==> config.mk <==
export PLATFORM = sky130hd
export DESIGN_NAME = fccs_host
export DESIGN_NICKNAME = d
export VERILOG_FILES = /design/src/pkg/fccs_pkg.sv /design/src/rtl/fccs_bus_cycle.sv /design/src/rtl/fccs_host.sv
export SDC_FILE = /design/constraint.sdc
export NUM_CORES = 1
export LEC_CHECK = 0
export ABC_CLOCK_PERIOD_IN_PS = 6600
export BUFFER_PORTS_ARGS = -buffer_cell sky130_fd_sc_hd__clkbuf_2
export CORE_MARGIN = 8
export CORE_UTILIZATION = 50
export CTS_CLUSTER_DIAMETER = 100
export DETAILED_ROUTE_END_ITERATION = 6
export GPL_ROUTABILITY_DRIVEN = 0
export GPL_TIMING_DRIVEN = 0
export PLACE_DENSITY = 0.7
export SYNTH_ARGS = -nofsm -noshare
export SYNTH_HDL_FRONTEND = slang
export SYNTH_SLANG_ARGS = --single-unit
==> constraint.sdc <==
create_clock -name i_ref_clk -period 6.6 [get_ports i_ref_clk]
set_input_delay 0.66 -clock i_ref_clk [delete_from_list [all_inputs] [get_ports i_ref_clk]]
set_output_delay 0.66 -clock i_ref_clk [all_outputs]
set_load 0.1 [all_outputs]
==> src/pkg/fccs_pkg.sv <==
// Constants and carrier types for the flash CRC check sequencer (host end).
`default_nettype none
package fccs_pkg;
  localparam int ADDR_W        = 23;   // Word address pins A[max:0].
  localparam int CLK_PERIOD_NS = 10;
  // Bus cycle times (plain defaults, in ns).
  localparam int T_SETUP_NS = 20;
  localparam int T_WP_NS    = 50;
  localparam int T_HOLD_NS  = 30;
  localparam int T_ACC_NS   = 80;
  localparam int SYNC_CYC   = 2;
  localparam logic [3:0] SETUP_CYC =
    4'((T_SETUP_NS + CLK_PERIOD_NS - 1) / CLK_PERIOD_NS);
  localparam logic [3:0] WP_CYC =
    4'((T_WP_NS + CLK_PERIOD_NS - 1) / CLK_PERIOD_NS);
  localparam logic [3:0] HOLD_CYC =
    4'((T_HOLD_NS + CLK_PERIOD_NS - 1) / CLK_PERIOD_NS);
  localparam logic [3:0] RD_CYC =
    4'((T_ACC_NS + CLK_PERIOD_NS - 1) / CLK_PERIOD_NS + SYNC_CYC);
  // Command addresses and codes.
  localparam logic [31:0] UNLK1_WADDR = 32'h0000_0555;
  localparam logic [31:0] UNLK2_WADDR = 32'h0000_02aa;
  localparam logic [31:0] UNLK1_BADDR = 32'h0000_0aaa;
  localparam logic [31:0] UNLK2_BADDR = 32'h0000_0555;
  localparam logic [15:0] UNLK1_DATA  = 16'h00aa;
  localparam logic [15:0] UNLK2_DATA  = 16'h0055;
  localparam logic [15:0] EXT_CODE    = 16'h00eb;
  localparam logic [15:0] CRC_SUBOP   = 16'h0027;
  localparam logic [15:0] CONFIRM     = 16'h0029;
  localparam logic [15:0] READ_RESET  = 16'h00f0;
  localparam logic [15:0] CNT_RANGE_W = 16'h000a;
  localparam logic [15:0] CNT_RANGE_B = 16'h0015;
  localparam logic [15:0] CNT_CHIP_W  = 16'h0004;
  localparam logic [15:0] CNT_CHIP_B  = 16'h0009;
  localparam logic [15:0] OPT_RANGE   = 16'hfffe;
  localparam logic [15:0] OPT_CHIP    = 16'hffff;
  localparam logic [15:0] RSVD_WORD   = 16'h0000;
  // Sequence steps; steps 5 to 15 are word-wide and split in byte mode.
  localparam logic [4:0] STEP_COUNT    = 5'h04;
  localparam logic [4:0] STEP_OPTION   = 5'h05;
  localparam logic [4:0] STEP_LAST_CRC = 5'h09;
  localparam logic [4:0] STEP_LAST_PAY = 5'h0f;
  localparam logic [4:0] STEP_CONFIRM  = 5'h10;
  // Polled status bit positions.
  localparam int TOGGLE_BIT = 6;
  localparam int FAIL_BIT   = 5;

  typedef struct packed {
    logic              ce_n;
    logic              oe_n;
    logic              we_n;
    logic              byte_n;
    logic [ADDR_W-1:0] addr;
    logic [15:0]       dq_out;
    logic [15:0]       dq_oe_n;   // Low while the host drives that bit.
  } fccs_pins_t;

  typedef struct packed {
    logic        chip;        // One: whole array, zero: byte range.
    logic        byte_mode;
    logic [63:0] crc;
    logic [31:0] start_addr;
    logic [31:0] end_addr;    // Inclusive.
  } fccs_req_t;

  typedef struct packed {
    logic busy;
    logic done;
    logic pass;
    logic fail;
    logic refused;
  } fccs_stat_t;
endpackage : fccs_pkg
`default_nettype wire

==> src/rtl/fccs_bus_cycle.sv <==
// One asynchronous flash bus write or read cycle with timed strobes.
`default_nettype none
module fccs_bus_cycle
  import fccs_pkg::*;
(
  input  wire logic               i_ref_clk,
  input  wire logic               i_srst,
  input  wire logic               i_req,
  input  wire logic               i_write,
  input  wire logic               i_byte_mode,
  input  wire logic [31:0]        i_addr,
  input  wire logic [15:0]        i_wdata,
  input  wire logic [15:0]        i_dq_in,
  output var  fccs_pkg::fccs_pins_t o_pins,
  output logic                    o_done,
  output logic [15:0]             o_rdata
);
  typedef enum logic [1:0] {
    BC_IDLE  = 2'b00,
    BC_SETUP = 2'b01,
    BC_PULSE = 2'b10,
    BC_HOLD  = 2'b11
  } fccs_bc_t;

  fccs_bc_t    state_reg;
  logic [3:0]  cnt_reg;
  logic        write_reg;
  logic [15:0] dq_s1_reg;
  logic [15:0] dq_s2_reg;
  wire         phase_end = (cnt_reg == 4'h0);

  ////////////////////////////////////////////////////////////////////////////
  // Data pins come from the device's own timing, so two flops first.
  always_ff @(posedge i_ref_clk) begin
    dq_s1_reg <= i_dq_in;
    dq_s2_reg <= dq_s1_reg;
  end

  // Phase sequencer; read pulse covers access time plus the synchroniser.
  always_ff @(posedge i_ref_clk) begin
    if (i_srst) begin
      state_reg <= BC_IDLE;
      cnt_reg   <= 4'h0;
      write_reg <= 1'b0;
    end else if (state_reg == BC_IDLE) begin
      if (i_req) begin
        state_reg <= BC_SETUP;
        cnt_reg   <= SETUP_CYC - 4'h1;
        write_reg <= i_write;
      end
    end else if (!phase_end) begin
      cnt_reg <= cnt_reg - 4'h1;
    end else begin
      unique case (state_reg)
        BC_SETUP: begin
          state_reg <= BC_PULSE;
          cnt_reg   <= (write_reg ? WP_CYC : RD_CYC) - 4'h1;
        end
        BC_PULSE: begin
          state_reg <= BC_HOLD;
          cnt_reg   <= HOLD_CYC - 4'h1;
        end
        BC_HOLD:  state_reg <= BC_IDLE;
        BC_IDLE:  state_reg <= BC_IDLE;
      endcase
    end
  end

  // Pin drive. In byte mode the top data pin carries the lowest byte
  // address line and the upper lanes float, so a read still drives it.
  always_ff @(posedge i_ref_clk) begin
    if (i_srst) begin
      o_pins  <= '{ce_n: 1'b1, oe_n: 1'b1, we_n: 1'b1, byte_n: 1'b1,
                   addr: '0, dq_out: 16'h0000, dq_oe_n: 16'hffff};
      o_done  <= 1'b0;
      o_rdata <= 16'h0000;
    end else begin
      o_done <= 1'b0;
      if (state_reg == BC_IDLE && i_req) begin
        o_pins.ce_n   <= 1'b0;
        o_pins.byte_n <= !i_byte_mode;
        if (i_byte_mode) begin
          o_pins.addr    <= i_addr[ADDR_W:1];
          o_pins.dq_out  <= {i_addr[0], 7'h00, i_wdata[7:0]};
          o_pins.dq_oe_n <= i_write ? 16'h7f00 : 16'h7fff;
        end else begin
          o_pins.addr    <= i_addr[ADDR_W-1:0];
          o_pins.dq_out  <= i_wdata;
          o_pins.dq_oe_n <= i_write ? 16'h0000 : 16'hffff;
        end
      end else if (state_reg == BC_SETUP && phase_end) begin
        o_pins.we_n <= !write_reg;
        o_pins.oe_n <= write_reg;
      end else if (state_reg == BC_PULSE && phase_end) begin
        o_pins.we_n <= 1'b1;
        o_pins.oe_n <= 1'b1;
        if (!write_reg) begin
          o_rdata <= dq_s2_reg;
        end
      end else if (state_reg == BC_HOLD && phase_end) begin
        o_pins.ce_n    <= 1'b1;
        o_pins.dq_oe_n <= 16'hffff;
        o_done         <= 1'b1;
      end
    end
  end
endmodule : fccs_bus_cycle
`default_nettype wire

==> src/rtl/fccs_host.sv <==
// Host sequencer that issues the flash CRC check and polls its verdict.
`default_nettype none
module fccs_host
  import fccs_pkg::*;
(
  input  wire logic                 i_ref_clk,
  input  wire logic                 i_srst,
  input  wire logic                 i_start,
  input  wire fccs_pkg::fccs_req_t  i_req,
  input  wire logic [15:0]          i_dq_in,
  output var  fccs_pkg::fccs_pins_t o_pins,
  output var  fccs_pkg::fccs_stat_t o_status
);
  typedef enum logic [2:0] {
    ST_IDLE  = 3'b000,
    ST_WRITE = 3'b001,
    ST_WWAIT = 3'b010,
    ST_POLL  = 3'b011,
    ST_PWAIT = 3'b100,
    ST_ABORT = 3'b101,
    ST_AWAIT = 3'b110
  } fccs_st_t;

  fccs_st_t    state_reg;
  fccs_req_t   req_reg;
  logic [4:0]  step_reg;
  logic        half_reg;
  logic        have_prev_reg;
  logic        prev_tog_reg;
  logic        fail_seen_reg;
  logic        bus_req;
  logic        bus_write;
  logic [31:0] bus_addr;
  logic [15:0] bus_wdata;
  logic        bus_done;
  logic [15:0] bus_rdata;

  // Payload word for steps 5 to 15; used by both word and byte layouts.
  function automatic logic [15:0] fccs_pay_word(input logic [4:0] step,
                                                input fccs_req_t r);
    logic [15:0] w;
    w = RSVD_WORD;
    unique case (step)
      5'h05: w = r.chip ? OPT_CHIP : OPT_RANGE;
      5'h06: w = r.crc[15:0];
      5'h07: w = r.crc[31:16];
      5'h08: w = r.crc[47:32];
      5'h09: w = r.crc[63:48];
      5'h0a: w = r.start_addr[15:0];
      5'h0b: w = r.start_addr[31:16];
      5'h0d: w = r.end_addr[15:0];
      5'h0e: w = r.end_addr[31:16];
      default: w = RSVD_WORD;
    endcase
    return w;
  endfunction : fccs_pay_word

  ////////////////////////////////////////////////////////////////////////////
  // Address and data of the current write; byte mode splits words low first.
  always_comb begin
    logic [15:0] pay;
    logic [31:0] woff;
    pay       = fccs_pay_word(step_reg, req_reg);
    woff      = (step_reg == STEP_OPTION) ? 32'h0 :
                32'(step_reg - STEP_OPTION);
    bus_addr  = 32'h0;
    bus_wdata = RSVD_WORD;
    bus_write = (state_reg != ST_POLL);
    if (state_reg == ST_ABORT) begin
      bus_wdata = READ_RESET;
    end else if (state_reg == ST_WRITE) begin
      unique case (step_reg)
        5'h00: begin
          bus_addr  = req_reg.byte_mode ? UNLK1_BADDR : UNLK1_WADDR;
          bus_wdata = UNLK1_DATA;
        end
        5'h01: begin
          bus_addr  = req_reg.byte_mode ? UNLK2_BADDR : UNLK2_WADDR;
          bus_wdata = UNLK2_DATA;
        end
        5'h02: bus_wdata = EXT_CODE;
        5'h03: bus_wdata = CRC_SUBOP;
        5'h04: bus_wdata = req_reg.chip ?
          (req_reg.byte_mode ? CNT_CHIP_B : CNT_CHIP_W) :
          (req_reg.byte_mode ? CNT_RANGE_B : CNT_RANGE_W);
        5'h10: bus_wdata = CONFIRM;
        default: begin
          if (req_reg.byte_mode) begin
            bus_addr  = {woff[30:0], half_reg};
            bus_wdata = half_reg ? {8'h00, pay[15:8]} :
                                   {8'h00, pay[7:0]};
          end else begin
            bus_addr  = woff;
            bus_wdata = pay;
          end
        end
      endcase
    end
  end

  assign bus_req = (state_reg == ST_WRITE) || (state_reg == ST_POLL) ||
                   (state_reg == ST_ABORT);

  fccs_bus_cycle u_bus (
    .i_ref_clk   (i_ref_clk),
    .i_srst      (i_srst),
    .i_req       (bus_req),
    .i_write     (bus_write),
    .i_byte_mode (req_reg.byte_mode),
    .i_addr      (bus_addr),
    .i_wdata     (bus_wdata),
    .i_dq_in     (i_dq_in),
    .o_pins      (o_pins),
    .o_done      (bus_done),
    .o_rdata     (bus_rdata)
  );

  ////////////////////////////////////////////////////////////////////////////
  // Main sequence. A start while busy is ignored; the request is latched
  // so the user side may change its inputs during the check.
  always_ff @(posedge i_ref_clk) begin
    if (i_srst) begin
      state_reg <= ST_IDLE;
      req_reg   <= '0;
      step_reg  <= 5'h00;
      half_reg  <= 1'b0;
    end else begin
      unique case (state_reg)
        ST_IDLE: begin
          // A range whose end is not above its start would do nothing.
          if (i_start && (i_req.chip ||
              i_req.end_addr > i_req.start_addr)) begin
            state_reg <= ST_WRITE;
            req_reg   <= i_req;
            step_reg  <= 5'h00;
            half_reg  <= 1'b0;
          end
        end
        ST_WRITE: state_reg <= ST_WWAIT;
        ST_WWAIT: begin
          if (bus_done) begin
            state_reg <= ST_WRITE;
            if (req_reg.byte_mode && step_reg > STEP_COUNT &&
                step_reg < STEP_CONFIRM && !half_reg) begin
              half_reg <= 1'b1;
            end else begin
              half_reg <= 1'b0;
              if (step_reg == STEP_CONFIRM) begin
                state_reg <= ST_POLL;
              end else if (req_reg.chip && step_reg == STEP_LAST_CRC) begin
                step_reg <= STEP_CONFIRM;
              end else begin
                step_reg <= step_reg + 5'h01;
              end
            end
          end
        end
        ST_POLL: state_reg <= ST_PWAIT;
        ST_PWAIT: begin
          if (bus_done) begin
            if (have_prev_reg &&
                prev_tog_reg == bus_rdata[TOGGLE_BIT]) begin
              state_reg <= bus_rdata[FAIL_BIT] ? ST_ABORT : ST_IDLE;
            end else if (fail_seen_reg && bus_rdata[FAIL_BIT]) begin
              state_reg <= ST_ABORT;
            end else begin
              state_reg <= ST_POLL;
            end
          end
        end
        ST_ABORT: state_reg <= ST_AWAIT;
        ST_AWAIT: if (bus_done) state_reg <= ST_IDLE;
        default:  state_reg <= ST_IDLE;
      endcase
    end
  end

  // Toggle tracking: the toggle bit stops when ready; the fail bit seen
  // while still toggling is confirmed by one more read, as it may race.
  always_ff @(posedge i_ref_clk) begin
    if (i_srst || state_reg == ST_IDLE) begin
      have_prev_reg <= 1'b0;
      prev_tog_reg  <= 1'b0;
      fail_seen_reg <= 1'b0;
    end else if (state_reg == ST_PWAIT && bus_done) begin
      have_prev_reg <= 1'b1;
      prev_tog_reg  <= bus_rdata[TOGGLE_BIT];
      fail_seen_reg <= bus_rdata[FAIL_BIT];
    end
  end

  // User status; pass and fail hold until the next start while idle, accepted or refused.
  always_ff @(posedge i_ref_clk) begin
    if (i_srst) begin
      o_status <= '0;
    end else begin
      o_status.done <= 1'b0;
      if (state_reg == ST_IDLE && i_start) begin
        if (i_req.chip || i_req.end_addr > i_req.start_addr) begin
          o_status <= '{busy: 1'b1, done: 1'b0, pass: 1'b0, fail: 1'b0,
                        refused: 1'b0};
        end else begin
          o_status <= '{busy: 1'b0, done: 1'b1, pass: 1'b0, fail: 1'b0,
                        refused: 1'b1};
        end
      end else if (state_reg == ST_PWAIT && bus_done && have_prev_reg &&
                   prev_tog_reg == bus_rdata[TOGGLE_BIT] &&
                   !bus_rdata[FAIL_BIT]) begin
        o_status.busy <= 1'b0;
        o_status.done <= 1'b1;
        o_status.pass <= 1'b1;
      end else if (state_reg == ST_AWAIT && bus_done) begin
        o_status.busy <= 1'b0;
        o_status.done <= 1'b1;
        o_status.fail <= 1'b1;
      end
    end
  end
endmodule : fccs_host
`default_nettype wire

# After elaboration in Yosys (flattened, before gate mapping)
# Index checks and enable logic that the tools add are counted.
# Widths: inputs -> output; s select.
# word_totals
ff_bits	235
in_bits	149
output_inout_bits	64
wordCells	192
# classes
addsub	4
magnitude_cmp	3
n_eq_ne	36
mux	67
n_bitwise	3
n_reduce_logical	49
# op_table
op	count
$pmux 16 s9	1
$mux 16	8
$mux 24	4
$pmux 16 s6	1
$pmux 24 s3	1
$mux 55	1
$mux 5	8
$gt 32x32->1	1
$eq 5x4->1 const B	6
$mux 4	6
$mux 3	7
$pmux 3 s7	1
$eq 5x3->1 const B	4
$mux 2	9
$logic_and 1x1->1	17
$mux 8	2
$mux 1	12
$mux 12	1
$ne 2x1->1 const B	6
$reduce_and 2->1	6
$reduce_bool 2->1	6
$mux 11	1
$eq 5x2->1 const B	2
$pmux 5 s2	1
31 further kinds	50

# Logic depth before layout (Yosys ltp)
# Gate-level depths: netlist of the first run.
# depth
depth_word	9
ltp_mapped	10
ltp_nobuf	8

# By module
# A second synthesis of the first run with hierarchy kept.
# hier_totals
cells_unflattened	1290
hier_area_um2	11768.8
# modules_own_cells
module	instances	cells_per_inst	area_each_um2	seq_area_each_um2
fccs_host	1	903	7890.1	2942.8
fccs_bus_cycle	1	387	3878.7	2042.0

# Worst setup path after synthesis of the first run
# No wires, ideal clock.
# synth_path
kind	input to register
start	input port i_req[62] (netlist name)
end	register o_status[4] (netlist name)
setup_time_ns	0.115
arrival_time_ns	2.563
required_time_ns	6.485
setup_slack_ns	3.923
cell_stages	10
n_path_buf	2
cell_sequence	inv_1 -> ha_1 -> nand4_1 -> nor3_1 -> a22o_1 -> a2111oi_2 -> a31oi_4 -> buf_6 -> buf_6 -> o21a_1
# synth_between
elab_chain_cells	4
# synth_lines
item	line_no	source
start, declared	fccs_host.sv:9	input wire fccs_pkg::fccs_req_t i_req,
$gt 32x32->1	fccs_host.sv:199	if (i_req.chip || i_req.end_addr > i_req.start_addr) begin
$logic_or 1x1->1	fccs_host.sv:199	
$mux 5	fccs_host.sv:199	
$mux 4	fccs_host.sv:198	if (state_reg == ST_IDLE && i_start) begin
end signal, assigned	fccs_host.sv:200	o_status <= '{busy: 1'b1, done: 1'b0, pass: 1'b0, fail: 1'b0,
end signal, assigned	fccs_host.sv:203	o_status <= '{busy: 1'b0, done: 1'b1, pass: 1'b0, fail: 1'b0,
end, declared	fccs_host.sv:12	output var fccs_pkg::fccs_stat_t o_status
# No other way between the ends.
# A chain may end at the register's enable or synchronous reset.

# Worst setup path after layout of the first run
# layout_path
start	input port i_req[45] (netlist name)
end	register req_reg[106] (netlist name)
# layout_between
elab_chain_cells	4
# layout_lines
item	line_no	source
$gt 32x32->1	fccs_host.sv:132	i_req.end_addr > i_req.start_addr)) begin
$logic_or 1x1->1	fccs_host.sv:131	if (i_start && (i_req.chip ||
$logic_and 1x1->1	fccs_host.sv:131	
$reduce_and 2->1 (no line)	--	
end signal, assigned	fccs_host.sv:134	req_reg <= i_req;
end, declared	fccs_host.sv:25	fccs_req_t req_reg;
# No other way between the ends.

==> flow_metrics.tcl, run 1 <==
set metrics [dict create \
    status "completed" \
    regToRegSetupSlack_ns 3.42 \
    async_flop_share_pct 0 \
    rows 52 \
    seqCellArea_um2 3900 \
    die_w_um 160 \
    grt_pass1_wl_um 52900 \
    grt_pass1_vias 9910 \
    wl_per_cell_um 19.4 \
    crit_chain "clkbuf_2, inv_1, ha_1, nand4_1, nor4_2, a21boi_1, o31ai_2, a31oi_4, buf_6, buf_6, mux2i_1" \
    slew_viol_final 0 \
    syn_inst 1254 \
    clk_pin_slew_worst_paths_ns 0.08 \
    hold_viol_final 0 \
    nNetsFinal 1664 \
    layout-drive-gt1-share_pct 19.6 \
    clk_path_buf_depth 2 \
    holdPathEnd "u_bus.dq_s1_reg[5]" \
    cpMostUsedCell "buf_6" \
    cts_sinks 195 \
    drt_iter0_markers 989 \
    cpMaxStageDelayCell "nor4_2" \
    vias 10000 \
    clock_skew_ns 0.00886 \
    hold_depth 1 \
    coreArea_um2 20300 \
    final_core_util_pct 60.7 \
    holdCritStartpoint "i_dq_in[5]" \
    ir_worst_vdd_uv 167 \
    r2r_start "step_reg[0]" \
    stdcell_count 1754 \
    grtUsageTotal_pct 25.8 \
    fill_cells 1875 \
    antenna_found_initial 0 \
    cts_tree "built" \
    avgViaCountPerCell 5.71 \
    ys.flop_type "dfxtp_1" \
    placedCellCount 1722 \
    critPathRequiredTime_ns 6.98 \
    crit_arrival_ns 3.66 \
    setup_violations 0 \
    cts_resized 0 \
    ys_types 76 \
    r2r-end "u_bus.o_pins[23]" \
    synth.avg_cell_area_um2 8.27 \
    yosys_warnings 0 \
    finalSetupTns_ns 0 \
    synthToLayoutAreaGrowth_pct 18.7 \
    max_cap_violations 0 \
    maxClockFrequency_mhz 305 \
    met1_usage_pct 31.5 \
    die_y_um 160 \
    end_kind "flip-flop" \
    initial_core_util_pct 51.1 \
    ant_nets 0 \
    fin_crit_sh_pct 49.7 \
    n_antenna_cell 0 \
    tightest_slew_ns 1.10 \
    root_buffer "clkbuf_16" \
    cts_made_buffers 17 \
    met2_usage_pct 42.2 \
    use_met3_pct 6.79 \
    largest_register_ffs 130 \
    ys_ff_latch 195 \
    syn-num-nets 1447 \
    dieArea_um2 25600 \
    reg2reg_depth 10 \
    synth_edf_count 0 \
    relSlewSlack_pct 26.4 \
    cts_setup_buffers 0 \
    finalCriticalPeriod_ns 3.28 \
    drc 0 \
    grt_max_degree 20 \
    setup.worst_path.start_class "input pin" \
    critical_path_class "input pin to flip-flop" \
    dp_hpwl_um 26900 \
    firstDrtPassIters 6 \
    overflow 0 \
    ys_seq_area_share_pct 37.6 \
    cts_hold_buf 0 \
    multi_input_area_um2 5650 \
    cts_max_level 4 \
    drt-total-wl_um 34000 \
    p_leak_nw 5.31 \
    hold_path_class "input pin to flip-flop" \
    syn_area_um2 10400 \
    cp_max_fo 10 \
    top_usage_layer "met2" \
    ios 213 \
    critPathLaunch "i_req[45]" \
    port_buffers 198 \
    clkLatencyLatePin_ns 0.45 \
    critPathMaxStageDelay_ns 0.61 \
    rsz0062_at_grt "no" \
    powerDensity_nw_per_um2 265 \
]
[critical path, delay by kind of cell]
family | cells | cell delay [ns]
AOI/OAI and AO/OA | 3 | 1.00
adders and majority gates | 1 | 0.30
buffers and inverters | 4 | 0.65
muxes | 1 | 0.22
and+or+nand+nor | 2 | 0.79
[cell usage after synthesis (all sizes together), types with 3 or more instances]
| cell | n | area share, % |
|---|---|---|
| a211oi | 10 | 0.77 |
| a21o | 4 | 0.29 |
| a21oi | 68 | 3.3 |
| a221oi | 6 | 0.51 |
| a222oi | 8 | 0.77 |
| a22o | 11 | 0.93 |
| a22oi | 36 | 2.6 |
| a311oi | 5 | 0.42 |
| a31o | 5 | 0.42 |
| a31oi | 9 | 0.69 |
| and2 | 8 | 0.48 |
| and3 | 7 | 0.42 |
| and3b | 3 | 0.25 |
| buf | 51 | 3.8 |
| clkbuf | 62 | 2.2 |
| dfxtp | 195 | 38 |
| ha | 44 | 5.3 |
| inv | 50 | 1.8 |
| mux2i | 138 | 13 |
| nand2 | 322 | 12 |
| nand2b | 5 | 0.30 |
| nand3 | 23 | 1.1 |
| nand4 | 11 | 0.66 |
| nor2 | 49 | 1.8 |
| nor2b | 5 | 0.30 |
| nor3 | 14 | 0.68 |
| nor3b | 3 | 0.27 |
| nor4 | 3 | 0.30 |
| nor4bb | 6 | 0.58 |
| o2111ai | 4 | 0.34 |
| o211ai | 4 | 0.29 |
| o21a | 3 | 0.22 |
| o21ai | 38 | 1.8 |
| o21bai | 3 | 0.22 |
| o22ai | 4 | 0.24 |
[stage by stage]
step	hold WS [ns]	total power, W	instance area, um2	setup WS, ns
after CTS	0.299	0.00326	12300	3.41
after floorplan	0.310	0.00197	10400	3.92
after detailed placement	0.315	0.00218	11700	2.94
final	0.306	0.00326	12300	3.32
after global routing	0.296	0.00340	12300	3.16
after global placement	0.315	0.00217	11700	2.98
[cells by family after synthesis]
group           after synthesis  share of synthesized area [%]
simple gates                470                           19.7
mux                         138                           13.3
flops                       195                           37.6
buf+inv                     164                           7.89
fa+ha+maj                    44                           5.31
compound gates              240                           15.9
xor+xnor                      3                          0.253
[area by class of cell]
| type | count | share of cell area (%) |
|---|---|---|
| inverter | 51 | 1.55 |
| clock inverter | 15 | 1.53 |
| sequential | 195 | 31.7 |
| buffer | 113 | 5.09 |
| tap | 270 | 2.74 |
| multi-input combinational | 895 | 45.9 |
| clock buffer | 17 | 3.46 |
| timing repair buffer | 198 | 8.05 |
[power by group]
part	switching (W)	internal (W)
clock network	0.000521	0.000579
registers	0.0000725	0.00127
logic	0.000555	0.000260
total	0.00115	0.00211
[cell usage in the layout (no fill, tap or decap), types with 5 or more instances in the layout]
cell type / count
nand2_1: 322
clkbuf_2: 198
dfxtp_1: 195
mux2i_1: 138
a21oi_1: 68
clkbuf_1: 62
inv_1: 49
nor2_1: 49
ha_1: 44
a22oi_1: 36
buf_4: 32
o21ai_0: 28
nand3_1: 23
clkbuf_16: 17
nor3_1: 14
nand4_1: 11
a22o_1: 11
o21ai_1: 10
buf_6: 10
a211oi_1: 9
and2_1: 8
a31oi_1: 8
a222oi_1: 8
and3_1: 7
buf_2: 6
nor4bb_1: 6
a221oi_1: 6
nor2b_1: 5
a311oi_1: 5
nand2b_1: 5
inv_6: 5
[how the worst max path moves through the flow]
| stage | cells after the start | slack, ns | endpoint |
|---|---|---|---|
| final | 11 | 3.32 | req_reg[106] |
| after global routing | 11 | 3.16 | req_reg[89] |
| after CTS | 11 | 3.41 | req_reg[106] |
| after detailed placement | 11 | 2.94 | req_reg[106] |
| after global placement | 11 | 2.98 | req_reg[106] |
| after floorplan | 10 | 3.92 | o_status[4] |
[layer usage]
| layer | routed length [um] | up-vias | share of wire, % |
|---|---|---|---|
| li1 | - | 4778 | - |
| met1 | 14000 | 4712 | 41 |
| met5 | 0 | - | 0 |
| met2 | 16200 | 438 | 48 |
| met4 | 1220 | 0 | 3.6 |
| met3 | 2600 | 83 | 7.7 |
Power figures use the tool's default switching activity.
==> run 2: changes to the inputs <==
--- a/config.mk
+++ b/config.mk
@@ -5,7 +5,7 @@
 export SDC_FILE = /design/constraint.sdc
 export NUM_CORES = 1
 export LEC_CHECK = 0
-export ABC_CLOCK_PERIOD_IN_PS = 6600
+export ABC_CLOCK_PERIOD_IN_PS = 2950
 export BUFFER_PORTS_ARGS = -buffer_cell sky130_fd_sc_hd__clkbuf_2
 export CORE_MARGIN = 8
 export CORE_UTILIZATION = 50
@@ -13,7 +13,7 @@
 export DETAILED_ROUTE_END_ITERATION = 6
 export GPL_ROUTABILITY_DRIVEN = 0
 export GPL_TIMING_DRIVEN = 0
-export PLACE_DENSITY = 0.7
+export PLACE_DENSITY = 0.73
 export SYNTH_ARGS = -nofsm -noshare
 export SYNTH_HDL_FRONTEND = slang
 export SYNTH_SLANG_ARGS = --single-unit
==> constraint.sdc (replaced) <==
create_clock -name i_ref_clk -period 2.95 [get_ports i_ref_clk]
set_input_delay 0.295 -clock i_ref_clk [delete_from_list [all_inputs] [get_ports i_ref_clk]]
set_output_delay 0.295 -clock i_ref_clk [all_outputs]
set_load 0.1 [all_outputs]
==> run 2 against run 1 <==
Critical endpoint is now u_bus.o_pins[25]. Final area is 0.11% higher. Sequential power is 120% higher. Largest power group unchanged. Clock skew decreased by 0.0011 ns. Setup slack got worse by 3.3 ns. Largest cell class unchanged.
==> flow_metrics.tcl, run 2 (same netlist as run 1, synthesis figures left out) <==
set metrics [dict create \
    clkLatencyLatePin_ns 0.44 \
    ir_worst_vdd_uv 371 \
    synthToLayoutAreaGrowth_pct 18.9 \
    grtUsageTotal_pct 25.8 \
    hold_viol_final 0 \
    reg2reg_depth 9 \
    cts_setup_buffers 0 \
    drt_iter0_markers 903 \
    die_w_um 160 \
    dp_slack_ns -0.311 \
    met2_usage_pct 43.7 \
    cts_sinks 195 \
    drc 0 \
    wl_per_cell_um 19.4 \
    vias 10100 \
    ios 213 \
    cp_max_fo 10 \
    coreArea_um2 20300 \
    critPathLaunch "step_reg[0]" \
    hold_path_class "input pin to flip-flop" \
    avgViaCountPerCell 5.77 \
    critPathRequiredTime_ns 3.25 \
    drt-total-wl_um 34100 \
    met1_usage_pct 31.4 \
    dp_hpwl_um 27100 \
    finalCriticalPeriod_ns 2.92 \
    largest_register_ffs 130 \
    use_met3_pct 5.04 \
    setup.worst_path.start_class "flip-flop" \
    crit_arrival_ns 3.22 \
    port_buffers 198 \
    status "completed" \
    finalWorstSetupSlack_ns 0.0286 \
    setup_violations 0 \
    cts_tree "built" \
    rsz0062_at_grt "no" \
    grt_pass1_wl_um 53100 \
    layout_commonest_cell "nand2_1" \
    clock_skew_ns 0.00775 \
    max_cap_violations 0 \
    final_core_util_pct 60.7 \
    end_kind "flip-flop" \
    cts_made_buffers 17 \
    tightest_slew_ns 0.993 \
    root_buffer "clkbuf_16" \
    antenna_found_initial 0 \
    relSlewSlack_pct 33.7 \
    top_usage_layer "met2" \
    p_leak_nw 5.33 \
    clk_pin_slew_worst_paths_ns 0.08 \
    grt_pass1_vias 10000 \
    initial_core_util_pct 51.1 \
    overflow 0 \
    layout_common_cells "322 x nand2_1, 203 x clkbuf_2, 193 x dfxtp_1" \
    dieArea_um2 25600 \
    critical_path_class "flip-flop to flip-flop" \
    r2r-end "u_bus.o_pins[25]" \
    die_y_um 160 \
    regToRegSetupSlack_ns 0.03 \
    fin_crit_sh_pct 99.0 \
    firstDrtPassIters 6 \
    rows 52 \
    n_antenna_cell 0 \
    powerDensity_nw_per_um2 581 \
    crit_end "u_bus.o_pins[25]" \
    layout-drive-gt1-share_pct 20.2 \
    grt_max_degree 17 \
    ant_nets 0 \
    nNetsFinal 1666 \
    r2r_start "step_reg[0]" \
    cts_max_level 4 \
    clk_path_buf_depth 2 \
    slew_viol_final 0 \
    maxClockFrequency_mhz 342 \
]
run 2: cell count changes in the layout (fill, tap and decap cells not counted), sizes merged:
cell and delta:
dlygate4sd3 +2, buf +1, bufinv -1, clkbuf +4
clkinv +3, inv -7
run 2: critical path, stage by stage (launching register included):
cell and delay (ns):
dfxtp_2 0.42, inv_1 0.11, ha_1 0.31, nor4bb_1 0.17
clkbuf_1 0.21, clkbuf_1 0.26, a222oi_1 0.46, nand4_1 0.29
o21ai_0 0.43, a21oi_1 0.12
run 2: repair_timing:
item,in CTS,in global routing
cloned,0,0
endpoints found under the setup margin,7,67
endpoints found under the hold margin,2,0
pin swaps,1,0
hold buffers,2,0
resized for setup,4,14
run 2: layout make-up:
cell class                 instances  area (um2)
multi-input combinational        895        5670
clock inverter                    10        98.8
clock buffer                      22         474
inverter                          51         191
timing repair buffer             200        1010
buffer                           113         634
fill                            1878        7970
tap                              270         338
sequential                       195        3910
run 2: worst min path at each step:
stage                            start                  to  slack (ns)  depth (start not counted)
floorplan           u_bus.dq_s1_reg[5]  u_bus.dq_s2_reg[5]        0.31                          0
global placement    u_bus.dq_s1_reg[5]  u_bus.dq_s2_reg[5]        0.32                          0
detailed placement  u_bus.dq_s1_reg[5]  u_bus.dq_s2_reg[5]        0.32                          0
CTS                         i_req[100]        req_reg[100]        0.07                          3
global route                i_req[108]        req_reg[108]        0.08                          3
finish                      i_req[100]        req_reg[100]        0.08                          3
run 2: power by group:
group	switching (W)	total [W]	leakage [nW]	internal, W
Combinational	0.00124	0.00183	3.46	0.000586
Sequential	0.000164	0.00302	1.59	0.00285
Clock	0.00107	0.00231	0.277	0.00124
run 2: through the flow:
| step | instances | area (um2) | hold WS (ns) | power, W | setup TNS [ns] |
|---|---|---|---|---|---|
| 6_report | 1756 | 12300 | 0.0764 | 0.00716 | 0 |
| 5_1_grt | 1756 | 12300 | 0.0755 | 0.00742 | 0 |
| 4_1_cts | 1756 | 12300 | 0.0683 | 0.00714 | -0.0166 |
| 3_5_place_dp | 1722 | 11700 | 0.315 | 0.00487 | -29.92 |
| 3_3_place_gp | 1722 | 11700 | 0.316 | 0.00484 | -21.31 |
| 2_1_floorplan | 1254 | 10400 | 0.310 | 0.00440 | 0 |
run 2: metal layers:
layer	wire length [um]	part of all wire, %
met5	0	0
met4	1160	3.4
met3	2800	8.2
met1	13900	41
met2	16300	48
